### config.mk
export PLATFORM = sky130hd
export DESIGN_NAME = ams_isa_addr_mem
export DESIGN_NICKNAME = d
export VERILOG_FILES = /design/src/include/ams_pkg.sv /design/src/hdl/ams_cycle_timer.sv /design/src/hdl/ams_addr_map.sv /design/src/hdl/ams_isa_addr_mem.sv
export SDC_FILE = /design/constraint.sdc
export NUM_CORES = 1
export LEC_CHECK = 0
export BUFFER_PORTS_ARGS = -buffer_cell sky130_fd_sc_hd__buf_2
export CORE_MARGIN = 2
export CORE_UTILIZATION = 50
export DETAILED_ROUTE_END_ITERATION = 7
export PLACE_DENSITY = 0.86
export REMOVE_ABC_BUFFERS = 1
export SETUP_SLACK_MARGIN = 0.15
export SYNTH_ARGS = -nofsm -noshare
export SYNTH_HDL_FRONTEND = slang
export SYNTH_HIERARCHICAL = 1
export SYNTH_SLANG_ARGS = --single-unit
### constraint.sdc
create_clock -name sys_clk_i -period 3.4 [get_ports sys_clk_i]
set_input_delay 0.34 -clock sys_clk_i [delete_from_list [all_inputs] [get_ports sys_clk_i]]
set_output_delay 0.34 -clock sys_clk_i [all_outputs]
set_load 0.01 [all_outputs]
### src/include/ams_pkg.sv
// Shared constants and types for the ISA address and memory command block.
package ams_pkg;

  // Clock period of the block in nanoseconds.
  localparam int unsigned CLK_PERIOD_NS = 20;

  // Address strobe phase and command phase lengths in nanoseconds.
  localparam int unsigned ALE_TIME_NS = 40;
  localparam int unsigned CMD_TIME_NS = 250;

  // Cycle counts for the phases above, rounded up to whole cycles.
  localparam int unsigned TMR_W = 5;
  localparam logic [TMR_W-1:0] ALE_CYCLES = TMR_W'((ALE_TIME_NS + CLK_PERIOD_NS - 1) / CLK_PERIOD_NS);
  localparam logic [TMR_W-1:0] CMD_CYCLES = TMR_W'((CMD_TIME_NS + CLK_PERIOD_NS - 1) / CLK_PERIOD_NS);
  localparam logic [TMR_W-1:0] TMR_EXPIRE = 5'h01;
  localparam logic [TMR_W-1:0] TMR_RESET = 5'h00;

  // Bus widths and address field positions.
  localparam int unsigned REQ_ADDR_W = 32;
  localparam int unsigned LA_W = 7;
  localparam int unsigned SA_W = 20;
  localparam int unsigned LA_LSB = 17;
  localparam int unsigned LA_MSB = 23;
  localparam int unsigned IO_ADDR_MSB = 15;
  localparam int unsigned ONE_MB_BIT = 20;
  localparam int unsigned SIXTEEN_MB_BIT = 24;

  // Pin levels after reset.
  localparam logic CMD_IDLE_N = 1'b1;
  localparam logic UPPER_BYTE_ENABLE_N_RESET_N = 1'b1;
  localparam logic [LA_W-1:0] LA_RESET = 7'h00;
  localparam logic [SA_W-1:0] SA_RESET = 20'h00000;

  // Kind of cycle requested by the bridge core.
  typedef enum logic [2:0] {
    AMS_MEM_RD = 3'b000,
    AMS_MEM_WR = 3'b001,
    AMS_IO_RD = 3'b010,
    AMS_IO_WR = 3'b011,
    AMS_REFRESH = 3'b100,
    AMS_DMA_RD = 3'b101,
    AMS_DMA_WR = 3'b110,
    AMS_FAST_DMA = 3'b111
  } ams_kind_type;

  // Sequencer states.
  typedef enum logic [2:0] {
    ST_IDLE = 3'b000,
    ST_ADDR = 3'b001,
    ST_CMD = 3'b010,
    ST_END = 3'b011,
    ST_EXT = 3'b100
  } ams_state_type;

endpackage

### src/hdl/ams_cycle_timer.sv
`timescale 1ns/1ns
// Down counter that times one phase of a bus cycle.
module ams_cycle_timer
  import ams_pkg::*;
(
  // Clock and reset.
  input wire logic sys_clk_i,
  input wire logic rst_n_i,
  // Load and status.
  input wire logic load_i,
  input wire logic [TMR_W-1:0] count_i,
  output logic expired_o
);

  logic [TMR_W-1:0] cnt_r;
  logic [TMR_W-1:0] cnt_nxt;

  // Load wins; otherwise count down to zero and stop.
  assign cnt_nxt = load_i ? count_i : ((cnt_r != TMR_RESET) ? cnt_r - TMR_EXPIRE : cnt_r);
  assign expired_o = (cnt_r == TMR_EXPIRE);

  // Counter register.
  always_ff @(posedge sys_clk_i or negedge rst_n_i)
  begin
    if (!rst_n_i)
      cnt_r <= TMR_RESET;
    else
      cnt_r <= cnt_nxt;
  end

endmodule

### src/hdl/ams_addr_map.sv
`timescale 1ns/1ns
// Maps a requested cycle onto address pin values and command enables.
module ams_addr_map
  import ams_pkg::*;
(
  // Request fields.
  input wire ams_kind_type kind_i,
  input wire logic [REQ_ADDR_W-1:0] addr_i,
  input wire logic hi_byte_i,
  // Mapped values.
  output logic [LA_W-1:0] la_o,
  output logic [SA_W-1:0] sa_o,
  output logic upper_byte_enable_n_n_o,
  output logic addr_drive_o,
  output logic rd_o,
  output logic wr_o,
  output logic below_1m_o
);

  logic is_io;
  logic is_fast;
  logic below_16m;

  // Cycle class decode.
  assign is_io = (kind_i == AMS_IO_RD) || (kind_i == AMS_IO_WR);
  assign is_fast = (kind_i == AMS_FAST_DMA);
  assign below_16m = (addr_i[REQ_ADDR_W-1:SIXTEEN_MB_BIT] == '0);
  assign below_1m_o = (addr_i[REQ_ADDR_W-1:ONE_MB_BIT] == '0);

  assign la_o = addr_i[LA_MSB:LA_LSB];
  // Byte address; shared bits match, I/O uses low bits only.
  assign sa_o = is_io ? {4'h0, addr_i[IO_ADDR_MSB:0]} : addr_i[SA_W-1:0];
  // High byte enable, negated on refresh.
  assign upper_byte_enable_n_n_o = (kind_i == AMS_REFRESH) ? 1'b1 : ~hi_byte_i;
  assign addr_drive_o = ~is_fast;

  // Read command for memory, refresh and low DMA.
  assign rd_o = (kind_i == AMS_MEM_RD) || (kind_i == AMS_REFRESH) || ((kind_i == AMS_DMA_RD) && below_16m);
  // Write command for memory and low DMA.
  assign wr_o = (kind_i == AMS_MEM_WR) || ((kind_i == AMS_DMA_WR) && below_16m);

endmodule

### src/hdl/ams_isa_addr_mem.sv
`timescale 1ns/1ns
// Notes on behaviour
// - Address, high byte enable and wide select are undriven during reset.
// - Upper unlatched address picks a 128 Kbyte section within 16 Mbytes.
// - Byte address bits 19 to 17 equal unlatched bits in memory cycles.
// - I/O cycles carry their address on byte address bits 15 to 0 only.
// - Byte address is driven when we own the bus, input otherwise.
// - Fast DMA transfers need not drive valid address values.
// - High byte enable is asserted when the upper data byte moves.
// - High byte enable stays negated through refresh cycles.
// - We drive wide select low for external master cycles forwarded upstream.
// - External master keeps the bus until it negates ownership.
// - Memory read is output as master, input when another owns bus.
// - Memory read is driven during refresh cycles.
// - Memory write is output as owner, input when another owns bus.
// - Compatible DMA issues memory commands only below 16 Mbytes.
// - Fast DMA keeps both memory commands inactive.
// - Address latch strobe marks valid address; upper address latched at fall.
// - Low memory strobes are delayed command copies, below 1 Mbyte only.
module ams_isa_addr_mem
  import ams_pkg::*;
(
  // Clock and reset.
  input wire logic sys_clk_i,
  input wire logic rst_n_i,
  // Cycle requests from the bridge core.
  input wire logic req_valid_i,
  input wire ams_kind_type req_kind_i,
  input wire logic [REQ_ADDR_W-1:0] req_addr_i,
  input wire logic req_hi_byte_i,
  output logic req_ready_o,
  output logic req_done_o,
  // Bus ownership.
  input wire logic dma_grant_n_i,
  input wire logic ext_master_n_i,
  output logic ext_owner_o,
  // Window of upper address sections forwarded to PCI memory.
  input wire logic [LA_W-1:0] fwd_base_i,
  input wire logic [LA_W-1:0] fwd_top_i,
  // Unlatched upper address pins.
  input wire logic [LA_W-1:0] unlatched_upper_addr_i,
  output logic [LA_W-1:0] unlatched_upper_addr_o,
  output logic unlatched_upper_addr_oe_o,
  // System byte address pins.
  input wire logic [SA_W-1:0] system_byte_addr_i,
  output logic [SA_W-1:0] system_byte_addr_o,
  output logic system_byte_addr_oe_o,
  // High byte enable pin.
  input wire logic upper_byte_enable_n_i,
  output logic upper_byte_enable_n_o,
  output logic upper_byte_enable_n_oe_o,
  // Open-drain wide memory select pin.
  input wire logic wide_memory_select_n_i,
  output logic wide_memory_select_n_o,
  output logic wide_memory_select_n_oe_o,
  // Memory command pins.
  input wire logic mem_read_cmd_n_i,
  output logic mem_read_cmd_n_o,
  output logic mem_read_cmd_n_oe_o,
  input wire logic mem_write_cmd_n_i,
  output logic mem_write_cmd_n_o,
  output logic mem_write_cmd_n_oe_o,
  // Address strobe and low memory strobes.
  output logic addr_latch_strobe_o,
  output logic low_mem_read_cmd_n_o,
  output logic low_mem_write_cmd_n_o
);

  // Sequencer and latched request.
  ams_state_type state_r;
  ams_state_type state_nxt;
  ams_kind_type kind_r;
  logic [REQ_ADDR_W-1:0] addr_r;
  logic hi_r;

  // Pin registers.
  logic [LA_W-1:0] la_r;
  logic la_oe_r;
  logic [SA_W-1:0] sa_r;
  logic sa_oe_r;
  logic upper_byte_enable_n_n_r;
  logic upper_byte_enable_n_oe_r;
  logic memcs_oe_r;
  logic memcs_lvl_r;
  logic rd_n_r;
  logic wr_n_r;
  logic cmd_oe_r;
  logic ale_r;
  logic low_rd_n_r;
  logic low_wr_n_r;
  logic ready_r;
  logic done_r;
  logic ext_r;

  // Mapped values of the latched request.
  logic [LA_W-1:0] map_la;
  logic [SA_W-1:0] map_sa;
  logic map_upper_byte_enable_n_n;
  logic map_drive;
  logic map_rd;
  logic map_wr;
  logic map_below_1m;

  // Timer control and decodes.
  logic tmr_load;
  logic [TMR_W-1:0] tmr_count;
  logic tmr_expired;
  logic take_req;
  logic ext_take;
  logic ext_release;
  logic ext_in_window;
  logic ext_below_1m;
  logic own_rd_n;
  logic own_wr_n;
  logic ale_nxt;

  ams_addr_map u_map (
    .kind_i(take_req ? req_kind_i : kind_r), // Map the request being taken at once, so pins match the strobe.
    .addr_i(take_req ? req_addr_i : addr_r),
    .hi_byte_i(take_req ? req_hi_byte_i : hi_r),
    .la_o(map_la),
    .sa_o(map_sa),
    .upper_byte_enable_n_n_o(map_upper_byte_enable_n_n),
    .addr_drive_o(map_drive),
    .rd_o(map_rd),
    .wr_o(map_wr),
    .below_1m_o(map_below_1m)
  );

  ams_cycle_timer u_tmr (
    .sys_clk_i(sys_clk_i),
    .rst_n_i(rst_n_i),
    .load_i(tmr_load),
    .count_i(tmr_count),
    .expired_o(tmr_expired)
  );

  // Handover only when the master shows ownership after its grant.
  assign ext_take = (state_r == ST_IDLE) && !ext_master_n_i && !dma_grant_n_i;
  // The bus is given back only when ownership is negated.
  assign ext_release = (state_r == ST_EXT) && ext_master_n_i;
  assign take_req = (state_r == ST_IDLE) && !ext_take && req_valid_i && ready_r;

  // Forward decode uses the upper address alone.
  assign ext_in_window = (unlatched_upper_addr_i >= fwd_base_i) && (unlatched_upper_addr_i <= fwd_top_i);
  assign ext_below_1m = (unlatched_upper_addr_i[LA_W-1:ONE_MB_BIT-LA_LSB] == '0);

  // Phase timer loads on entry to the address and command phases.
  assign tmr_load = take_req || ((state_r == ST_ADDR) && tmr_expired);
  assign tmr_count = take_req ? ALE_CYCLES : CMD_CYCLES;

  // Next sequencer state.
  always_comb
  begin
    state_nxt = state_r;
    unique case (state_r)
      ST_IDLE:
      begin
        if (ext_take)
          state_nxt = ST_EXT;
        else if (take_req)
          state_nxt = ST_ADDR;
      end
      ST_ADDR:
      begin
        if (tmr_expired)
          state_nxt = ST_CMD;
      end
      ST_CMD:
      begin
        if (tmr_expired)
          state_nxt = ST_END;
      end
      ST_END:
        state_nxt = ST_IDLE;
      ST_EXT:
      begin
        if (ext_release)
          state_nxt = ST_IDLE;
      end
      default:
        state_nxt = ST_IDLE;
    endcase
  end

  // Commands are asserted only in the command phase of our own cycle.
  assign own_rd_n = !((state_nxt == ST_CMD) && map_rd);
  assign own_wr_n = !((state_nxt == ST_CMD) && map_wr);
  // Strobe marks the address phase and stays high under an external master.
  assign ale_nxt = (state_nxt == ST_ADDR) || (state_nxt == ST_EXT);

  // State and latched request.
  always_ff @(posedge sys_clk_i or negedge rst_n_i)
  begin
    if (!rst_n_i)
    begin
      state_r <= ST_IDLE;
      kind_r <= AMS_MEM_RD;
      addr_r <= '0;
      hi_r <= 1'b0;
    end
    else
    begin
      state_r <= state_nxt;
      if (take_req)
      begin
        kind_r <= req_kind_i;
        addr_r <= req_addr_i;
        hi_r <= req_hi_byte_i;
      end
    end
  end

  // Address drivers: off in reset, on only for own cycles.
  always_ff @(posedge sys_clk_i or negedge rst_n_i)
  begin
    if (!rst_n_i)
    begin
      la_r <= LA_RESET;
      sa_r <= SA_RESET;
      upper_byte_enable_n_n_r <= UPPER_BYTE_ENABLE_N_RESET_N;
      la_oe_r <= 1'b0;
      sa_oe_r <= 1'b0;
      upper_byte_enable_n_oe_r <= 1'b0;
    end
    else if (state_nxt == ST_EXT || state_nxt == ST_IDLE)
    begin
      la_oe_r <= 1'b0;
      sa_oe_r <= 1'b0;
      upper_byte_enable_n_oe_r <= 1'b0;
    end
    else
    begin
      la_r <= map_la;
      sa_r <= map_sa;
      upper_byte_enable_n_n_r <= map_upper_byte_enable_n_n;
      // Fast transfers leave the address lines released.
      la_oe_r <= map_drive;
      sa_oe_r <= map_drive;
      upper_byte_enable_n_oe_r <= 1'b1;
    end
  end

  // Memory commands: driven except while an external master owns, released then.
  always_ff @(posedge sys_clk_i or negedge rst_n_i)
  begin
    if (!rst_n_i)
    begin
      rd_n_r <= CMD_IDLE_N;
      wr_n_r <= CMD_IDLE_N;
      cmd_oe_r <= 1'b1;
      ale_r <= 1'b0;
    end
    else
    begin
      rd_n_r <= own_rd_n;
      wr_n_r <= own_wr_n;
      cmd_oe_r <= (state_nxt != ST_EXT);
      ale_r <= ale_nxt;
    end
  end

  // Wide select pulled low during forwarded external master cycles.
  always_ff @(posedge sys_clk_i or negedge rst_n_i)
  begin
    if (!rst_n_i)
    begin
      memcs_oe_r <= 1'b0;
      memcs_lvl_r <= 1'b0;
      ext_r <= 1'b0;
    end
    else
    begin
      memcs_oe_r <= (state_r == ST_EXT) && (state_nxt == ST_EXT) && ext_in_window;
      memcs_lvl_r <= 1'b0;
      ext_r <= (state_nxt == ST_EXT);
    end
  end

  // Low memory strobes follow the commands one cycle later, below 1 Mbyte.
  always_ff @(posedge sys_clk_i or negedge rst_n_i)
  begin
    if (!rst_n_i)
    begin
      low_rd_n_r <= CMD_IDLE_N;
      low_wr_n_r <= CMD_IDLE_N;
    end
    else if (state_r == ST_EXT)
    begin
      low_rd_n_r <= mem_read_cmd_n_i || !ext_below_1m;
      low_wr_n_r <= mem_write_cmd_n_i || !ext_below_1m;
    end
    else
    begin
      low_rd_n_r <= rd_n_r || !map_below_1m;
      low_wr_n_r <= wr_n_r || !map_below_1m;
    end
  end

  // Request handshake: ready in idle, one-cycle done at the end of a cycle.
  always_ff @(posedge sys_clk_i or negedge rst_n_i)
  begin
    if (!rst_n_i)
    begin
      ready_r <= 1'b0;
      done_r <= 1'b0;
    end
    else
    begin
      ready_r <= (state_nxt == ST_IDLE) && !take_req;
      done_r <= (state_r == ST_END);
    end
  end

  // Pin and status outputs come straight from the registers.
  assign unlatched_upper_addr_o = la_r;
  assign unlatched_upper_addr_oe_o = la_oe_r;
  assign system_byte_addr_o = sa_r;
  assign system_byte_addr_oe_o = sa_oe_r;
  assign upper_byte_enable_n_o = upper_byte_enable_n_n_r;
  assign upper_byte_enable_n_oe_o = upper_byte_enable_n_oe_r;
  assign wide_memory_select_n_o = memcs_lvl_r;
  assign wide_memory_select_n_oe_o = memcs_oe_r;
  assign mem_read_cmd_n_o = rd_n_r;
  assign mem_read_cmd_n_oe_o = cmd_oe_r;
  assign mem_write_cmd_n_o = wr_n_r;
  assign mem_write_cmd_n_oe_o = cmd_oe_r;
  assign addr_latch_strobe_o = ale_r;
  assign low_mem_read_cmd_n_o = low_rd_n_r;
  assign low_mem_write_cmd_n_o = low_wr_n_r;
  assign req_ready_o = ready_r;
  assign req_done_o = done_r;
  assign ext_owner_o = ext_r;

endmodule

# Word-level counts from Yosys, hierarchy flattened
# Index checks and enable logic that the tools add are counted.
# Widths: inputs -> output; s select.
# word_totals
ff_bits	84
inputBits	86
out_inout_bits	43
# classes
addsub	1
n_lt_le_gt_ge	2
eq_ne	16
muxes	18
bitwise_logic	2
n_reduce_logical	42
# op_table
operator	n
$mux 32	1
$mux 20	1
$eq 3x3->1 const B	6
$mux 3	6
$eq 3x2->1 const B	5
$logic_and 1x1->1	15
$logic_not 12->1	1
$pmux 3 s4	1
$logic_or 1x1->1	11
$mux 5	2
$eq 3x1->1 const B	3
$logic_not 3->1	3
$logic_not 1->1	8
$logic_not 8->1	1
$ge 7x7->1	1
$le 7x7->1	1
$mux 1	6
$eq 5x1->1 const B	1
$reduce_bool 5->1	1
$sub 5x1->5 const B	1
$logic_not 4->1	1
$mux 4	1
$ne 3x3->1 const B	1
$not 1->1	2
$reduce_bool 2->1	1

# Longest topological paths before layout
# logic_depth
word_depth	13
depth_mapped	8
ltp_nobuf	7

# Cells and area by module
# Netlist, hierarchy kept.
# modules_own_cells
module	instances	cells_each	area_each_um2
ams_isa_addr_mem	1	242	3392.0
ams_cycle_timer	1	29	306.5
ams_addr_map	1	40	299.0

# Worst setup path after synthesis
# Ideal clock, no wire load.
# synth_timing
kind	flip-flop to flip-flop
startpoint	reg state_r[1]
endpoint	reg wr_n_r (netlist: mem_write_cmd_n_o)
arrival_time_ns	2.355
required_ns	3.314
setup_slack_ns	0.959
path_stages_with_launch	9
synth_period_minus_slack_ns	2.441
path_cell_list	dfrtp_1 -> buf_2 -> nor4_4 -> buf_4 -> buf_6 -> mux2_2 -> or4_4 -> o41ai_2 -> nand2_1
# synth_via
elab_chain_cells	13
word_cells_on_any_way	27
cone_classes	eq/ne (6); mux (8); reduce/logical (13)
# synth_lines
item	line_no	source
start: declaration	ams_isa_addr_mem.sv:70	ams_state_type state_r;
start signal: assignment	ams_isa_addr_mem.sv:204	state_r <= state_nxt;
$logic_not 3->1 (*)	ams_isa_addr_mem.sv:139, ams_isa_addr_mem.sv:142	
$logic_and 1x1->1 (2 in series)	ams_isa_addr_mem.sv:139	assign ext_take = (state_r == ST_IDLE) && !ext_master_n_i && !dma_grant_n_i;
$logic_not 1->1	ams_isa_addr_mem.sv:142	assign take_req = (state_r == ST_IDLE) && !ext_take && req_valid_i && ready_r;
$logic_and 1x1->1 (*) (3 in series)	ams_isa_addr_mem.sv:142	
$mux 32 or $mux 3 (tied branches)	-	
$logic_not 8->1 or $eq 3x3->1 (tied branches)	ams_addr_map.sv:27, ams_addr_map.sv:40	
$logic_and 1x1->1	ams_addr_map.sv:40	assign wr_o = (kind_i == AMS_MEM_WR) || ((kind_i == AMS_DMA_WR) && below_16m);
$logic_or 1x1->1 (*)	ams_addr_map.sv:40	
net map_wr	ams_isa_addr_mem.sv:101	logic map_wr;
$logic_and 1x1->1 (*)	ams_isa_addr_mem.sv:188	assign own_wr_n = !((state_nxt == ST_CMD) && map_wr);
$logic_not 1->1 (*)	ams_isa_addr_mem.sv:188	
net own_wr_n	ams_isa_addr_mem.sv:114	logic own_wr_n;
end signal: assignment	ams_isa_addr_mem.sv:257	wr_n_r <= own_wr_n;
end: declaration	ams_isa_addr_mem.sv:86	logic wr_n_r;
# The timed path passes the listed nets; every way through them passes the cells marked *.
# A chain may end at the register's enable or synchronous reset.

# Final worst setup path
# layout_timing
startpoint	reg state_r[2]
endpoint	reg low_rd_n_r (netlist: low_mem_read_cmd_n_o)
# layout_via
elab_chain_cells	12
word_cells_on_any_way	13
cone_classes	eq/ne (1); mux (2); reduce/logical (10)
# layout_lines
item	line_no	source
$logic_not 3->1 (*)	ams_isa_addr_mem.sv:139, ams_isa_addr_mem.sv:142	
$logic_and 1x1->1 (2 in series)	ams_isa_addr_mem.sv:139	
$logic_not 1->1	ams_isa_addr_mem.sv:142	
$logic_and 1x1->1 (*) (3 in series)	ams_isa_addr_mem.sv:142	
$mux 32 (*)	-	
$logic_not 12->1 (*)	ams_addr_map.sv:28	assign below_1m_o = (addr_i[REQ_ADDR_W-1:ONE_MB_BIT] == '0);
net map_below_1m	ams_isa_addr_mem.sv:102	logic map_below_1m;
$logic_not 1->1 (*)	ams_isa_addr_mem.sv:295	low_rd_n_r <= rd_n_r || !map_below_1m;
$logic_or 1x1->1 (*)	ams_isa_addr_mem.sv:295	
$mux 1 (*)	ams_isa_addr_mem.sv:288	else if (state_r == ST_EXT)
end signal: assignment	ams_isa_addr_mem.sv:290	low_rd_n_r <= mem_read_cmd_n_i || !ext_below_1m;
end signal: assignment	ams_isa_addr_mem.sv:295	
end: declaration	ams_isa_addr_mem.sv:89	logic low_rd_n_r;
# Marked as above.

==> results.toml <==
[floorplanning]
start_util_pct = 51.73
die_x_um = 93.42
die_h_um = 93.42
rows = 32
die-area_um2 = 8726
ios = 129
coreArea_um2 = 7727

[power]
p_per_area_nw_per_um2 = 866.4
power.leakage_uw = 0.002211
vdd_drop_max_uv = 587.4

[clocking]
clk_path_buf_depth = 2
post_cts_buffers = 0
cts_tree = "yes"
insertion_delay_ns = 0.34
cts.sinks = 84
cts.clk_slew.worst_paths_ns = 0.09
cts_hold_buf = 0
cts-buffers-inserted = 9
post_cts_resized = 0
root_buffer = "clkbuf_8"
h-tree-depth = 3

[placed_design]
dp.cells = 486
dp_slack_ns = 0.7419
gp_congestion = 0.7621
io_buffer_count = 105
hpwl_um = 5286

[grt]
grt_pass1_wl_um = 12140
grt.busiest_layer = "met2"
grt_usage_pct = 17.80
grt.overflow.total = 0
use_met2_pct = 30.52
grt_use_met3_pct = 6.446
antenna_found_initial = 0
grt_pass1_vias = 2666
grt_max_degree = 85
met1_usage_pct = 21.51

[synth]
netlist_area_um2 = 3998
yosysUniqueCellTypes = 46
synth_edf_count = 0
yosysWarningCount = 6
synth_seq_cells = 84
async_flop_share_pct = 100.0
ys.flop_type = "dfrtp_1"
syn_avg_cell_area_um2 = 12.85
seq_area_frac_synth_pct = 52.77
postSynthCellCount = 311

[timing]
hold_viol_final = 0
grt_setup_unrepaired = "no"
hold_ws_ns = 0.1644
finalMaxSlewViolations = 0
period_needed_ns = 2.670
finalSetupViolations = 0
skew_ns = 0.008922
worst_slack_ns = 0.7302
fmax_mhz = 374.6
finalCritPeriodShare_pct = 78.52
tightestPinTransition_ns = 1.010
max-slew-margin-rel_pct = 32.66
tns_ns = 0

[finish]
final_nets = 497
diodes = 0
fillers = 629
final_common_cell = "buf_2"
layout-drive-gt1-share_pct = 49.75
fin_util_pct = 59.23
final_cells = 502
syn2layout_area_growth_pct = 14.49
layout_common_cells = "104 x buf_2, 78 x dfrtp_1, 61 x mux2_2"

[critical_path]
path_max_fanout = 18
r2r-start = "state_r[2]"
timing.rr.end = "low_mem_read_cmd_n_o"
start_kind = "flip-flop"
endpoint_kind = "flip-flop"
reg2reg_depth = 6
crit_required_ns = 3.66
crit_type = "flip-flop to flip-flop"
cp.arrival_ns = 2.93
rrSetupSlack_ns = 0.73

[drt]
ant_nets = 0
wl_um = 7313
drt-vias-per-instance = 5.092
drt-initial-drc-count = 78
routedWlPerCell_um = 14.57
num_vias = 2556
first_pass_iters = 4
drc = 0

[flow_run]
cap_violations = 0

[hold_path]
min_path_type = "input pin to asynchronous set/reset pin"

[outcome]
status = "finished, final reports clean"
-- cells in the mapped netlist (all sizes together) (4+ instances only) --
master  number  area share [%]
a21oi        8             1.3
nor2         5            0.47
nand3        5            0.63
nor3         4            0.50
dfstp        6             3.9
inv         25             2.3
ha          16             5.0
o21ai        5            0.63
nand2b       4            0.63
and2         5            0.78
o31ai        5            0.94
buf         37             7.0
nand2        9            0.85
dfrtp       78              49
mux2        65              18
or4          4            0.94
-- state kept, by name, summed over array words and instances, names as in the netlist, 3 cells and up --
register,count
addr_r,32
system_byte_addr_o,20
unlatched_upper_addr_o,7
u_tmr/cnt_r,5
kind_r,3
state_r,3
-- routing by layer --
metal	share of wire, %	routed length [µm]	up-vias
met5	0	0	-
met3	8.5	620	4
met1	42	3079	1230
li1	-	-	1226
met2	49	3563	96
met4	0.67	49	0
-- critical path, cell delays in order (launching register included) --
cell	delay, ns
dfrtp_1	0.54
nor4_4	0.32
buf_4	0.29
mux2_2	0.38
or4_4	0.55
nor3_1	0.36
a31oi_1	0.14
-- power breakdown --
group          switching (µW)  internal [µW]  total [µW]
registers                 221           1480        1700
logic                     776            872        1650
clock network             350            269         619
-- area by class of cell --
cell class / instances / area (µm²) / area share (%)
Sequential cell: 84 / 2110 / 46.09
Clock inverter: 5 / 37.54 / 0.8201
Clock buffer: 11 / 131.4 / 2.870
Timing Repair Buffer: 109 / 558.0 / 12.19
Multi-Input combinational cell: 166 / 1519 / 33.19
Inverter: 25 / 93.84 / 2.050
Tap cell: 102 / 127.6 / 2.788
-- metrics by stage --
stage          power, µW  cell area, µm²
6_report            3965            4577
4_1_cts             4022            4577
5_1_grt             4256            4577
2_1_floorplan       2839            3722
3_5_place_dp        3394            4408
3_3_place_gp        3298            4408
-- cells by family (layout without fill, tap and decap cells) --
family / after synthesis / in the layout / synth area share (%)
compound gates: 34 / 34 / 6.385
xor+xnor: 2 / 2 / 0.4383
fa+ha+maj: 16 / 16 / 5.008
buf+inv: 62 / 150 / 9.327
flops: 84 / 84 / 52.77
mux: 67 / 67 / 18.81
other cells: 1 / 2 / 0.09381
simple gates: 45 / 45 / 7.167
-- worst max-delay path by stage --
stage	from	end	slack, ns
final	state_r[2]	low_mem_read_cmd_n_o	0.73
after global placement	state_r[2]	low_mem_write_cmd_n_o	0.83
after CTS	state_r[2]	low_mem_read_cmd_n_o	0.73
after detailed placement	state_r[2]	low_mem_read_cmd_n_o	0.74
after floorplan	state_r[2]	mem_write_cmd_n_o	0.1
after global routing	state_r[2]	low_mem_write_cmd_n_o	0.60
(Power assumes the default switching activity.)
